**src/pkg/vipd_defines.vh**
```
/*
  constants of the video input port demux: mode codes, control bit positions, reset values.
  assumes inclusion by bare name from rtl files.
*/
`ifndef VIPD_DEFINES_VH
`define VIPD_DEFINES_VH
// ----------------------------------------------------------------
// input mode codes
// ----------------------------------------------------------------
`define VIPD_MODE_SD      3'h0
`define VIPD_MODE_HD_SDR  3'h1
`define VIPD_MODE_HD_DDR  3'h2
`define VIPD_MODE_SD_SDR  3'h3
`define VIPD_MODE_SD_DDR  3'h4
`define VIPD_MODE_ED54    3'h7
`define VIPD_MODE_RESET   3'h0
// ----------------------------------------------------------------
// configuration register bit positions
// ----------------------------------------------------------------
`define VIPD_CFG_MODE_HI  6
`define VIPD_CFG_MODE_LO  4
`define VIPD_CFG_SWAP     7
`define VIPD_CFG_EDGE_HI  2
`define VIPD_CFG_EDGE_LO  1
`define VIPD_SDF_WIDE     3
`define VIPD_SDF_HI       4
`define VIPD_SDF_LO       3
`define VIPD_CFG_RESET    8'h00
// ----------------------------------------------------------------
// output path tags and sync pin width
// ----------------------------------------------------------------
`define VIPD_PATH_SD      1'b0
`define VIPD_PATH_HD      1'b1
`define VIPD_SYNC_W       3
`endif

```
**src/rtl/vipd_fifo.v**
```verilog
/*
  synchronous fifo with parameterised width and depth, valid/ready on both sides.
  assumes one clock and a synchronous active-high reset.
*/
`timescale 1ns/1ps
module vipd_fifo #(
  parameter WIDTH = 32,
  parameter DEPTH = 32,
  parameter AW = 5
) (
  input wire clk,
  input wire srst,
  input wire in_valid,
  output wire in_ready,
  input wire [WIDTH-1:0] in_data,
  output wire out_valid,
  input wire out_ready,
  output wire [WIDTH-1:0] out_data
);
  // ----------------------------------------------------------------
  // storage and pointers
  // ----------------------------------------------------------------
  reg [WIDTH-1:0] mem [0:DEPTH-1];
  reg [AW-1:0] wr_ptr;
  reg [AW-1:0] rd_ptr;
  reg [AW:0] count;
  wire push;
  wire pop;
  assign in_ready = (count != DEPTH[AW:0]);
  assign out_valid = (count != {(AW+1){1'b0}});
  assign push = in_valid && in_ready;
  assign pop = out_valid && out_ready;
  assign out_data = mem[rd_ptr];
  always @(posedge clk) begin
    if (srst) begin
      wr_ptr <= {AW{1'b0}};
      rd_ptr <= {AW{1'b0}};
      count <= {(AW+1){1'b0}};
    end else begin
      if (push) begin
        wr_ptr <= (wr_ptr == DEPTH[AW-1:0] - 1'b1) ? {AW{1'b0}} : wr_ptr + 1'b1;
      end
      if (pop) begin
        rd_ptr <= (rd_ptr == DEPTH[AW-1:0] - 1'b1) ? {AW{1'b0}} : rd_ptr + 1'b1;
      end
      if (push && !pop) begin
        count <= count + 1'b1;
      end else if (pop && !push) begin
        count <= count - 1'b1;
      end
    end
  end
  always @(posedge clk) begin
    if (push) begin
      mem[wr_ptr] <= in_data;
    end
  end
endmodule // vipd_fifo

```
**src/rtl/vipd_port.v**
```verilog
/*
  video input port demux: samples the s, y and c pixel buses and steers components by mode.
  assumes pixel clocks are sampled by clk (125 MHz), faster than twice the pixel rate.
*/
// What this block does
// - input mode comes from bits 6..4 of configuration byte cfg_input
// - after reset the mode code is 000, sd only
// - 001 selects hd single rate, 010 selects hd dual rate on one bus
// - sd 8-bit 4:2:2 from s bus, or y bus when swap set
// - sd 16-bit: luma s, chroma y; swapped luma y, chroma c
// - sd rgb select: red s, green y, blue c
// - sd 16-bit and rgb modes use external syncs only, no embedded codes
// - sd ycrcb data format follows bits 4..3 of sd format byte
// - hd single rate format 4:2:2 or 4:4:4 follows hd_422_select
// - hd 16-bit 4:2:2: luma y bus, chroma c bus
// - hd dual rate: luma on one clock edge, chroma on the other, y bus
// - luma capture edge chosen by bits 2..1 of configuration byte
// - dual rate only for 4:2:2 ycrcb, never 4:4:4
// - hd rgb only as 4:4:4 single rate
// - hd 24-bit 4:4:4 ycrcb: luma y, cr s, cb c
// - hd rgb select: red s, green y, blue c
// - 011: sd on s, hd luma y chroma c; 100: sd s, hd dual y
// - 111 is 54 MHz ed only, interleaved ycrcb on y bus
`timescale 1ns/1ps
`include "vipd_defines.vh"
module vipd_port #(
  parameter FIFO_DEPTH = 32,
  parameter FIFO_AW = 5
) (
  input wire clk,
  input wire srst,
  input wire [7:0] cfg_input,
  input wire [7:0] sd_format,
  input wire sd_rgb_select,
  input wire hd_rgb_select,
  input wire hd_422_select,
  input wire primary_pixel_clock_pin,
  input wire secondary_pixel_clock_pin,
  input wire [7:0] s_pixel_bus,
  input wire [7:0] y_pixel_bus,
  input wire [7:0] c_pixel_bus,
  input wire [2:0] sd_sync_pins,
  input wire [2:0] hd_sync_pins,
  output reg [2:0] mode,
  output wire mode_reserved,
  output wire [1:0] sd_data_format,
  output wire embedded_sync_allowed,
  output wire pix_valid,
  input wire pix_ready,
  output wire [35:0] pix_data,
  output reg overflow
);
  // ----------------------------------------------------------------
  // pin synchronisers: three stages, change taken when 2nd and 3rd agree
  // ----------------------------------------------------------------
  localparam PW = 2 + 24 + 2 * `VIPD_SYNC_W;
  reg [PW-1:0] sy1;
  reg [PW-1:0] sy2;
  reg [PW-1:0] sy3;
  reg [PW-1:0] pins;
  wire [PW-1:0] raw_pins;
  integer i;
  assign raw_pins = {primary_pixel_clock_pin, secondary_pixel_clock_pin,
                     s_pixel_bus, y_pixel_bus, c_pixel_bus, sd_sync_pins, hd_sync_pins};
  always @(posedge clk) begin
    if (srst) begin
      sy1 <= {PW{1'b0}};
      sy2 <= {PW{1'b0}};
      sy3 <= {PW{1'b0}};
      pins <= {PW{1'b0}};
    end else begin
      sy1 <= raw_pins;
      sy2 <= sy1;
      sy3 <= sy2;
      for (i = 0; i < PW; i = i + 1) begin
        if (sy2[i] == sy3[i]) begin
          pins[i] <= sy3[i];
        end
      end
    end
  end
  wire pclk_a;
  wire pclk_b;
  wire [7:0] s_bus;
  wire [7:0] y_bus;
  wire [7:0] c_bus;
  wire [2:0] sd_sync;
  wire [2:0] hd_sync;
  assign {pclk_a, pclk_b, s_bus, y_bus, c_bus, sd_sync, hd_sync} = pins;
  // ----------------------------------------------------------------
  // mode register
  // ----------------------------------------------------------------
  wire [2:0] next_mode;
  assign next_mode = cfg_input[`VIPD_CFG_MODE_HI:`VIPD_CFG_MODE_LO];
  always @(posedge clk) begin
    if (srst) begin
      mode <= `VIPD_MODE_RESET;
    end else begin
      mode <= next_mode;
    end
  end
  wire bus_swap;
  wire [1:0] luma_edge;
  wire sd_wide;
  assign bus_swap = cfg_input[`VIPD_CFG_SWAP];
  assign luma_edge = cfg_input[`VIPD_CFG_EDGE_HI:`VIPD_CFG_EDGE_LO];
  assign sd_wide = sd_format[`VIPD_SDF_WIDE];
  assign sd_data_format = sd_format[`VIPD_SDF_HI:`VIPD_SDF_LO];
  assign mode_reserved = (mode != `VIPD_MODE_SD) && (mode != `VIPD_MODE_HD_SDR) &&
                         (mode != `VIPD_MODE_HD_DDR) && (mode != `VIPD_MODE_SD_SDR) &&
                         (mode != `VIPD_MODE_SD_DDR) && (mode != `VIPD_MODE_ED54);
  // embedded codes in all modes but sd 16-bit or rgb, hd single rate rgb and reserved codes
  assign embedded_sync_allowed = (mode == `VIPD_MODE_SD) ? (!sd_rgb_select && !sd_wide) :
                                 (mode == `VIPD_MODE_HD_SDR) ? (!hd_rgb_select) :
                                 !mode_reserved;
  // ----------------------------------------------------------------
  // pixel clock edge detection on sampled clocks
  // ----------------------------------------------------------------
  reg pclk_a_d;
  reg pclk_b_d;
  always @(posedge clk) begin
    if (srst) begin
      pclk_a_d <= 1'b0;
      pclk_b_d <= 1'b0;
    end else begin
      pclk_a_d <= pclk_a;
      pclk_b_d <= pclk_b;
    end
  end
  wire a_rise;
  wire a_fall;
  wire b_rise;
  wire b_fall;
  assign a_rise = pclk_a && !pclk_a_d;
  assign a_fall = !pclk_a && pclk_a_d;
  assign b_rise = pclk_b && !pclk_b_d;
  assign b_fall = !pclk_b && pclk_b_d;
  // luma edge: 00 rising, anything else falling
  wire luma_on_rise;
  assign luma_on_rise = (luma_edge == 2'h0);
  // ----------------------------------------------------------------
  // component steering
  // word: path[35] ddr_chroma[34] fmt[33:32] zero[31:27] sync[26:24] c2[23:16] c1[15:8] c0[7:0]
  // ----------------------------------------------------------------
  reg cap;
  reg cap_path;
  reg cap_chroma;
  reg [1:0] cap_fmt;
  reg [2:0] cap_sync;
  reg [7:0] comp0;
  reg [7:0] comp1;
  reg [7:0] comp2;
  reg cap2;
  reg [7:0] hd_y;
  reg [7:0] hd_c;
  reg [7:0] hd_s;
  reg hd_chroma;
  always @* begin
    cap = 1'b0;
    cap_path = `VIPD_PATH_SD;
    cap_chroma = 1'b0;
    cap_fmt = 2'h0;
    cap_sync = sd_sync;
    comp0 = 8'h00;
    comp1 = 8'h00;
    comp2 = 8'h00;
    cap2 = 1'b0;
    hd_y = 8'h00;
    hd_c = 8'h00;
    hd_s = 8'h00;
    hd_chroma = 1'b0;
    case (mode)
      `VIPD_MODE_SD: begin
        cap = a_rise;
        if (sd_rgb_select) begin
          comp0 = s_bus;
          comp1 = y_bus;
          comp2 = c_bus;
          cap_fmt = 2'h3;
        end else if (sd_wide) begin
          comp0 = bus_swap ? y_bus : s_bus;
          comp1 = bus_swap ? c_bus : y_bus;
          cap_fmt = 2'h1;
        end else begin
          comp0 = bus_swap ? y_bus : s_bus;
          cap_fmt = 2'h0;
        end
      end
      `VIPD_MODE_HD_SDR: begin
        cap = a_rise;
        cap_path = `VIPD_PATH_HD;
        cap_sync = hd_sync;
        comp0 = y_bus;
        if (hd_rgb_select) begin
          comp0 = s_bus;
          comp1 = y_bus;
          comp2 = c_bus;
          cap_fmt = 2'h3;
        end else if (hd_422_select) begin
          comp1 = c_bus;
          cap_fmt = 2'h1;
        end else begin
          comp1 = s_bus;
          comp2 = c_bus;
          cap_fmt = 2'h2;
        end
      end
      `VIPD_MODE_HD_DDR: begin
        // ddr always treated as 4:2:2 ycrcb, rgb/444 selects ignored
        cap = a_rise || a_fall;
        cap_path = `VIPD_PATH_HD;
        cap_sync = hd_sync;
        cap_chroma = luma_on_rise ? a_fall : a_rise;
        comp0 = y_bus;
        cap_fmt = 2'h0;
      end
      `VIPD_MODE_SD_SDR, `VIPD_MODE_SD_DDR: begin
        cap = a_rise;
        comp0 = s_bus;
        hd_y = y_bus;
        hd_c = (mode == `VIPD_MODE_SD_SDR) ? c_bus : 8'h00;
        hd_chroma = (mode == `VIPD_MODE_SD_DDR) && (luma_on_rise ? b_fall : b_rise);
        cap2 = (mode == `VIPD_MODE_SD_SDR) ? b_rise : (b_rise || b_fall);
        hd_s = 8'h00;
      end
      `VIPD_MODE_ED54: begin
        cap = a_rise;
        cap_path = `VIPD_PATH_HD;
        cap_sync = hd_sync;
        comp0 = y_bus;
        cap_fmt = 2'h0;
      end
      default: begin
        cap = 1'b0;
      end
    endcase
  end
  // ----------------------------------------------------------------
  // capture register, hd word of simultaneous modes takes a second slot
  // ----------------------------------------------------------------
  reg [35:0] word_a;
  reg [35:0] word_b;
  reg valid_a;
  reg valid_b;
  wire f_ready;
  wire f_valid;
  wire [35:0] f_data;
  assign f_valid = valid_a || valid_b;
  assign f_data = valid_a ? word_a : word_b;
  always @(posedge clk) begin
    if (srst) begin
      word_a <= 36'h0;
      word_b <= 36'h0;
      valid_a <= 1'b0;
      valid_b <= 1'b0;
      overflow <= 1'b0;
    end else begin
      if (cap) begin
        word_a <= {cap_path, cap_chroma, cap_fmt, 5'h00, cap_sync, comp2, comp1, comp0};
        valid_a <= 1'b1;
      end else if (valid_a && f_ready) begin
        valid_a <= 1'b0;
      end
      if (cap2) begin
        word_b <= {`VIPD_PATH_HD, hd_chroma, ((mode == `VIPD_MODE_SD_SDR) ? 2'h1 : 2'h0), 5'h00, hd_sync, hd_s, hd_c,
                   hd_y};
        valid_b <= 1'b1;
      end else if (!valid_a && valid_b && f_ready) begin
        valid_b <= 1'b0;
      end
      if ((cap && valid_a && !f_ready) || (cap2 && valid_b && !(f_ready && !valid_a))) begin
        overflow <= 1'b1;
      end
    end
  end
  // ----------------------------------------------------------------
  // output fifo
  // ----------------------------------------------------------------
  vipd_fifo #(
    .WIDTH(36),
    .DEPTH(FIFO_DEPTH),
    .AW(FIFO_AW)
  ) u_fifo (
    .clk(clk),
    .srst(srst),
    .in_valid(f_valid),
    .in_ready(f_ready),
    .in_data(f_data),
    .out_valid(pix_valid),
    .out_ready(pix_ready),
    .out_data(pix_data)
  );
endmodule // vipd_port

```
**config.mk**
```make
export PLATFORM = sky130hd
export DESIGN_NAME = vipd_port
export DESIGN_NICKNAME = d
export VERILOG_FILES = /design/src/rtl/vipd_fifo.v /design/src/rtl/vipd_port.v
export VERILOG_INCLUDE_DIRS = /design/src /design/src/pkg
export SDC_FILE = /design/constraint.sdc
export NUM_CORES = 1
export LEC_CHECK = 0
export BUFFER_PORTS_ARGS = -buffer_cell sky130_fd_sc_hd__buf_4
export CAP_MARGIN = 15
export CORE_AREA = 2 2 346 348
export DETAILED_ROUTE_END_ITERATION = 10
export DIE_AREA = 0 0 348 350
export PLACE_DENSITY = 0.52
export SKIP_CTS_REPAIR_TIMING = 1
export SLEW_MARGIN = 25
export SYNTH_ARGS = -nofsm -noshare
export SYNTH_HDL_FRONTEND = slang
export SYNTH_SLANG_ARGS = --single-unit
```
**constraint.sdc**
```tcl
create_clock -name clk -period 3.2 [get_ports clk]
set_input_delay 0.32 -clock clk [delete_from_list [all_inputs] [get_ports clk]]
set_output_delay 0.32 -clock clk [all_outputs]
set_load 0.02 [all_outputs]
```
==> impl_metrics.yaml, run 1 <==
drt:
  drt-wirelength-per-cell_um: 25.1
  viasPerCell: 5.38
  vias: 24900
  drtIter0Drc: 2076
  drt_pass1_iterations: 5
  ant_nets: 0
  drc: 0
  wirelength_mm: 116
clocking:
  htree_num_levels: 4
  cts_buffers: 131
  clkSinkCount: 1202
  clock_latency_ps: 730
  ctsRootBufferMaster: "clkbuf_16"
  cts_tree: "yes"
  clk_path_buf_depth: 3
  clkTransAtPathRegs_ps: 50
hold_path:
  min_path_type: "in2reg"
power:
  ir_worst_vdd_v: 0.000505
  power_density_mw_per_mm2: 646
  p_leak_uw: 0.0172
synthesis:
  yosysWarnings: 0
  avgSynthCellArea_sq_um: 16.7
  synth.area.top_cells: "edfxtp_1 (65%), dfxtp_1 (9.2%), mux4_2 (6.1%)"
  synth_cell_types: 56
  async_reset_ff_share_pct: 0
  synthCells: 2754
  ys_seq_area_share_pct: 74.1
  synth_ff_type: "edfxtp_1"
  yosys.area.top_type: "edfxtp_1"
  synth_area_sq_mm: 0.0459
  ys_top_cells_by_count: "edfxtp_1 (992), nor2b_1 (227), mux2i_1 (220)"
  yosysMostFrequentCell: "edfxtp_1"
  ys_ff_latch: 1202
  synth_edf_count: 992
  synth_top_area_share_pct: 64.9
timing:
  fin_skew_ps: 19.2
  slew_headroom_pct: 30.4
  timing.fmax_mhz: 316
  setup_slack_ps: 34.2
  period_share_pct: 98.9
  hold_viol_final: 0
  rsz0062_at_grt: "yes"
  slew_viol_final: 0
  finalCriticalPeriod_ps: 3170
  setup-violations-final: 0
  worst_slew_pin_slew_ps: 1040
global_routing:
  grt_pass1_vias: 24800
  gr-total-overflow: 0
  antenna_found_initial: 3
  grt_pass1_wl_mm: 165
  grt_usage_pct: 18.6
  grt_max_degree: 116
place:
  portBuffers: 83
  gp_congestion: 0.780
  dp_hpwl_mm: 66.5
  placed_cells: 4331
  place_ws_ps: 252
setup_path:
  path_class: "reg2out"
  crit_path_end_kind: "primary output"
  cp_max_fo: 26
  crit_required_ps: 2880
  startpoint_type: "register"
  arrival_ps: 2850
  r2r_slack_ps: 210
floorplan:
  core-area_sq_mm: 0.118
  fp.dieH_um: 350
  top_level_ports: 99
  initial_core_util_pct: 39.0
  rows: 126
  die_w_um: 348
  die_area_sq_mm: 0.122
final_layout:
  layout-drive-gt1-share_pct: 21.1
  nets: 3075
  area_delta_synth_final_pct: 18.7
  layout.cells.non_filler: 4634
run_status:
  status: "finished clean"
flow_run:
  drv_cap: 0
==> final cells by class <==
type	instances	area, sq um
Fill cell	10000	63300
Sequential cell	1202	34000
Multi-Input combinational cell	1376	11500
Clock buffer	166	3570
Timing Repair Buffer	275	2860
Tap cell	1536	1920
Clock inverter	60	544
Inverter	18	67.6
Antenna cell	1	2.50
==> sequential cells by signal (all words and copies together) (netlist names), 3 cells and up, named ones only <==
register and cells:
u_fifo.mem 992, pins 32, sy1 32, sy2 32
sy3 32, word_a 31, word_b 22, u_fifo.count 6
u_fifo.rd_ptr 5, u_fifo.wr_ptr 5, mode 3
==> cells by family after synthesis <==
group	synth area share, %
xor gates and xnor gates	0.0955
AOI/OAI and AO/OA	5.44
other	0.00817
adders and majority gates	0.480
DFF	74.1
muxes	11.4
buffers and inverters	1.75
and+or+nand+nor	6.70
==> path summary, 6_finish.rpt <==
kind,endpoint,from,cells after the start
setup reg to reg,u_fifo.count[5],u_fifo.count[0],11
setup / recovery,pix_data[8],register,7
hold reg to reg,sy2[7],sy1[7],1
hold / removal,word_a[34],cfg_input[1],5
==> stage by stage <==
stage	hold WS (ps)	total power (uW)	cell area [sq um]	setup TNS, ps	util, %
after floorplan	414	19300	45900	0	-
after global placement	420	20700	49300	0	41.9
after detailed placement	420	20700	49300	0	41.9
after CTS	-247	35200	53400	-10070	45.4
after global routing	98.8	36400	54500	-310	46.3
final	105	35200	54500	0	46.3
==> routing by layer <==
| layer | GRT usage, % | routed length, um | vias up |
|---|---|---|---|
| met2 | 30.8 | 56700 | 672 |
| met3 | 2.66 | 5660 | 157 |
| met1 | 25.7 | 51600 | 12900 |
| met4 | 5.25 | 2370 | 0 |
| li1 | - | - | 11200 |
| met5 | 0 | 0 | - |
==> power by group <==
part | switching (uW) | internal (uW)
combinational | 2090 | 1730
clock | 6010 | 8460
sequential | 109 | 16800
total | 8200 | 27000
==> critical path: stages (launching register included) <==
cell	delay (ps)
dfxtp_2	600
nand2b_4	320
buf_12	270
a211oi_1	230
a21oi_1	60
nand3_1	140
nand4_1	210
buf_4	230
==> cells in the final DEF (no fill, tap or decap), types with 10 or more instances in the layout <==
cell | Yosys | layout
nor3_1 | 19 | 19
a22oi_1 | 70 | 70
ha_1 | 16 | 16
a21oi_2 | 0 | 31
and2_1 | 12 | 10
clkbuf_1 | 89 | 26
clkbuf_16 | 0 | 141
nand3_1 | 75 | 75
nand4_1 | 33 | 33
clkinv_2 | 0 | 21
buf_6 | 1 | 13
nand2_1 | 70 | 70
dfxtp_1 | 210 | 207
nor2_4 | 0 | 34
nor2_1 | 103 | 70
nor2b_1 | 227 | 224
mux4_2 | 124 | 124
a21oi_1 | 185 | 154
edfxtp_1 | 992 | 992
inv_1 | 17 | 17
mux2_2 | 22 | 22
buf_4 | 12 | 178
a211oi_1 | 74 | 74
nand3b_1 | 11 | 11
buf_12 | 0 | 33
mux2i_1 | 220 | 220
clkinv_1 | 0 | 19
dlygate4sd3_1 | 0 | 35
o21ai_0 | 49 | 48
(Power assumes the default switching activity.)
==> run 2, diff against run 1 <==
--- a/config.mk
+++ b/config.mk
@@ -6,12 +6,14 @@
 export SDC_FILE = /design/constraint.sdc
 export NUM_CORES = 1
 export LEC_CHECK = 0
+export ABC_CLOCK_PERIOD_IN_PS = 3200
 export BUFFER_PORTS_ARGS = -buffer_cell sky130_fd_sc_hd__buf_4
 export CAP_MARGIN = 15
 export CORE_AREA = 2 2 346 348
 export DETAILED_ROUTE_END_ITERATION = 10
 export DIE_AREA = 0 0 348 350
 export PLACE_DENSITY = 0.52
+export REMOVE_ABC_BUFFERS = 1
 export SKIP_CTS_REPAIR_TIMING = 1
 export SLEW_MARGIN = 25
 export SYNTH_ARGS = -nofsm -noshare
==> run 2 against run 1 <==
Compared with the run above:
- global-route usage about the same
- clock skew increased by 9.2 ps
- sequential share of layout area increased by 0.40 points
- utilization decreased by 0.30 points
- non-clock buffer count increased by 3
- clock power decreased by 6%
- fmax decreased by 0.10%
- via count about the same
- clock-buffer cell count decreased by 14
- worst setup slack got worse by 3.2 ps
- sequential power about the same
- die area unchanged
==> impl_metrics.yaml, run 2 (synthesis gave the netlist of run 1 again) <==
drt:
  drt_pass1_iterations: 5
  viasPerCell: 5.38
  drc: 0
  ant_nets: 0
  drtIter0Drc: 2076
  wirelength_mm: 115
  drt-wirelength-per-cell_um: 24.7
  vias: 24900
final_layout:
  multiInputGateArea_sq_mm: 0.0114
  final_util_pct: 46.0
  area_delta_synth_final_pct: 18.0
  regMostFlops: "u_fifo.mem"
  layout-drive-gt1-share_pct: 20.3
  largest_reg_flops: 992
  final_cell_mix: "edfxtp_1 (992), nor2b_1 (224), mux2i_1 (220)"
  n_fill_cell: 10100
  antenna_cells: 0
  seq_area_sq_mm: 0.0340
  final_common_cell: "edfxtp_1"
  nets: 3067
clocking:
  cts_tree: "yes"
  htree_num_levels: 3
  clock_latency_ps: 730
  clkSinkCount: 1202
  clk_path_buf_depth: 3
  cts_buffers: 121
  clkTransAtPathRegs_ps: 60
  ctsRootBufferMaster: "clkbuf_16"
global_routing:
  grt_pass1_wl_mm: 166
  grt_pass1_vias: 24800
  gr-total-overflow: 0
  grt_max_degree: 83
  antenna_found_initial: 0
  grt_usage_pct: 18.7
floorplan:
  initial_core_util_pct: 39.0
  rows: 126
  top_level_ports: 99
  fp.dieH_um: 350
  die_area_sq_mm: 0.122
  core-area_sq_mm: 0.118
  die_w_um: 348
flow_run:
  drv_cap: 0
setup_path:
  arrival_ps: 2850
  crit_path_end_kind: "primary output"
  path_class: "reg2out"
  critical-path-slowest-cell: "mux4_2"
  crit_required_ps: 2880
  path_cells: "buf_16 -> buf_4 -> mux4_2 -> nor2b_1 -> a21oi_1 -> nand4_1 -> buf_4"
  cp_top_family: "buffers and inverters"
  startpoint_type: "register"
  path_buf_inv: 3
  critical_path.max_stage_delay_ps: 470
  cp_max_fo: 13
  worst_path_most_repeated_cell: "buf_4"
timing:
  hold_viol_final: 0
  worst_slew_pin_slew_ps: 985
  rsz0062_at_grt: "yes"
  finalCriticalPeriod_ps: 3170
  fin_skew_ps: 28.3
  slew_headroom_pct: 34.0
  slew_viol_final: 0
  setup_slack_ps: 31.0
  setup-violations-final: 0
  timing.fmax_mhz: 316
  period_share_pct: 99.0
place:
  place_ws_ps: 436
  portBuffers: 83
  dp_hpwl_mm: 66.3
  gp_congestion: 0.782
run_status:
  status: "finished clean"
power:
  totalPowerFinal_uw: 34100
  power_density_mw_per_mm2: 630
  p_leak_uw: 0.0171
  ir_worst_vdd_v: 0.000498
hold_path:
  min_path_type: "in2reg"
-- run 2: report_power, final --
part,internal [uW],total (uW),switching [uW]
Sequential,16800,16900,106
Clock,7800,13600,5820
Combinational,1600,3610,2010
-- run 2: final cells by class --
type / instances / share of cell area, %
Sequential cell: 1202 / 62.8
Multi-Input combinational cell: 1375 / 21.1
Clock buffer: 152 / 6.00
Timing Repair Buffer: 278 / 5.29
Tap cell: 1536 / 3.55
Clock inverter: 73 / 1.07
Inverter: 18 / 0.125
-- run 2: worst paths after layout --
kind                                      start              end  slack, ps  depth (start not counted)
worst max-delay path                   register      pix_data[7]         30                          7
worst min-delay path                       srst           sy1[9]         30                          2
worst max register to register  u_fifo.count[0]  u_fifo.count[5]        380                         10
worst min register to register          sy1[23]          sy2[23]        430                          1
-- run 2: per-layer routing --
| layer | routed length [um] | GRT usage [%] | up-vias |
|---|---|---|---|
| li1 | - | - | 11200 |
| met1 | 49500 | 25.1 | 12900 |
| met2 | 56500 | 31.5 | 688 |
| met3 | 5940 | 2.94 | 163 |
| met4 | 2680 | 4.96 | 0 |
| met5 | 0 | 0 | - |
-- run 2: stage by stage --
step	cell area, sq um	std cells	hold slack [ps]	TNS [ps]
after floorplan	45200	2595	387	-435660
after global placement	49500	4355	419	0
after detailed placement	49500	4355	422	0
after CTS	53400	4580	-237	-5930
after global routing	54100	4634	68.0	-179
final	54100	4634	28.5	0
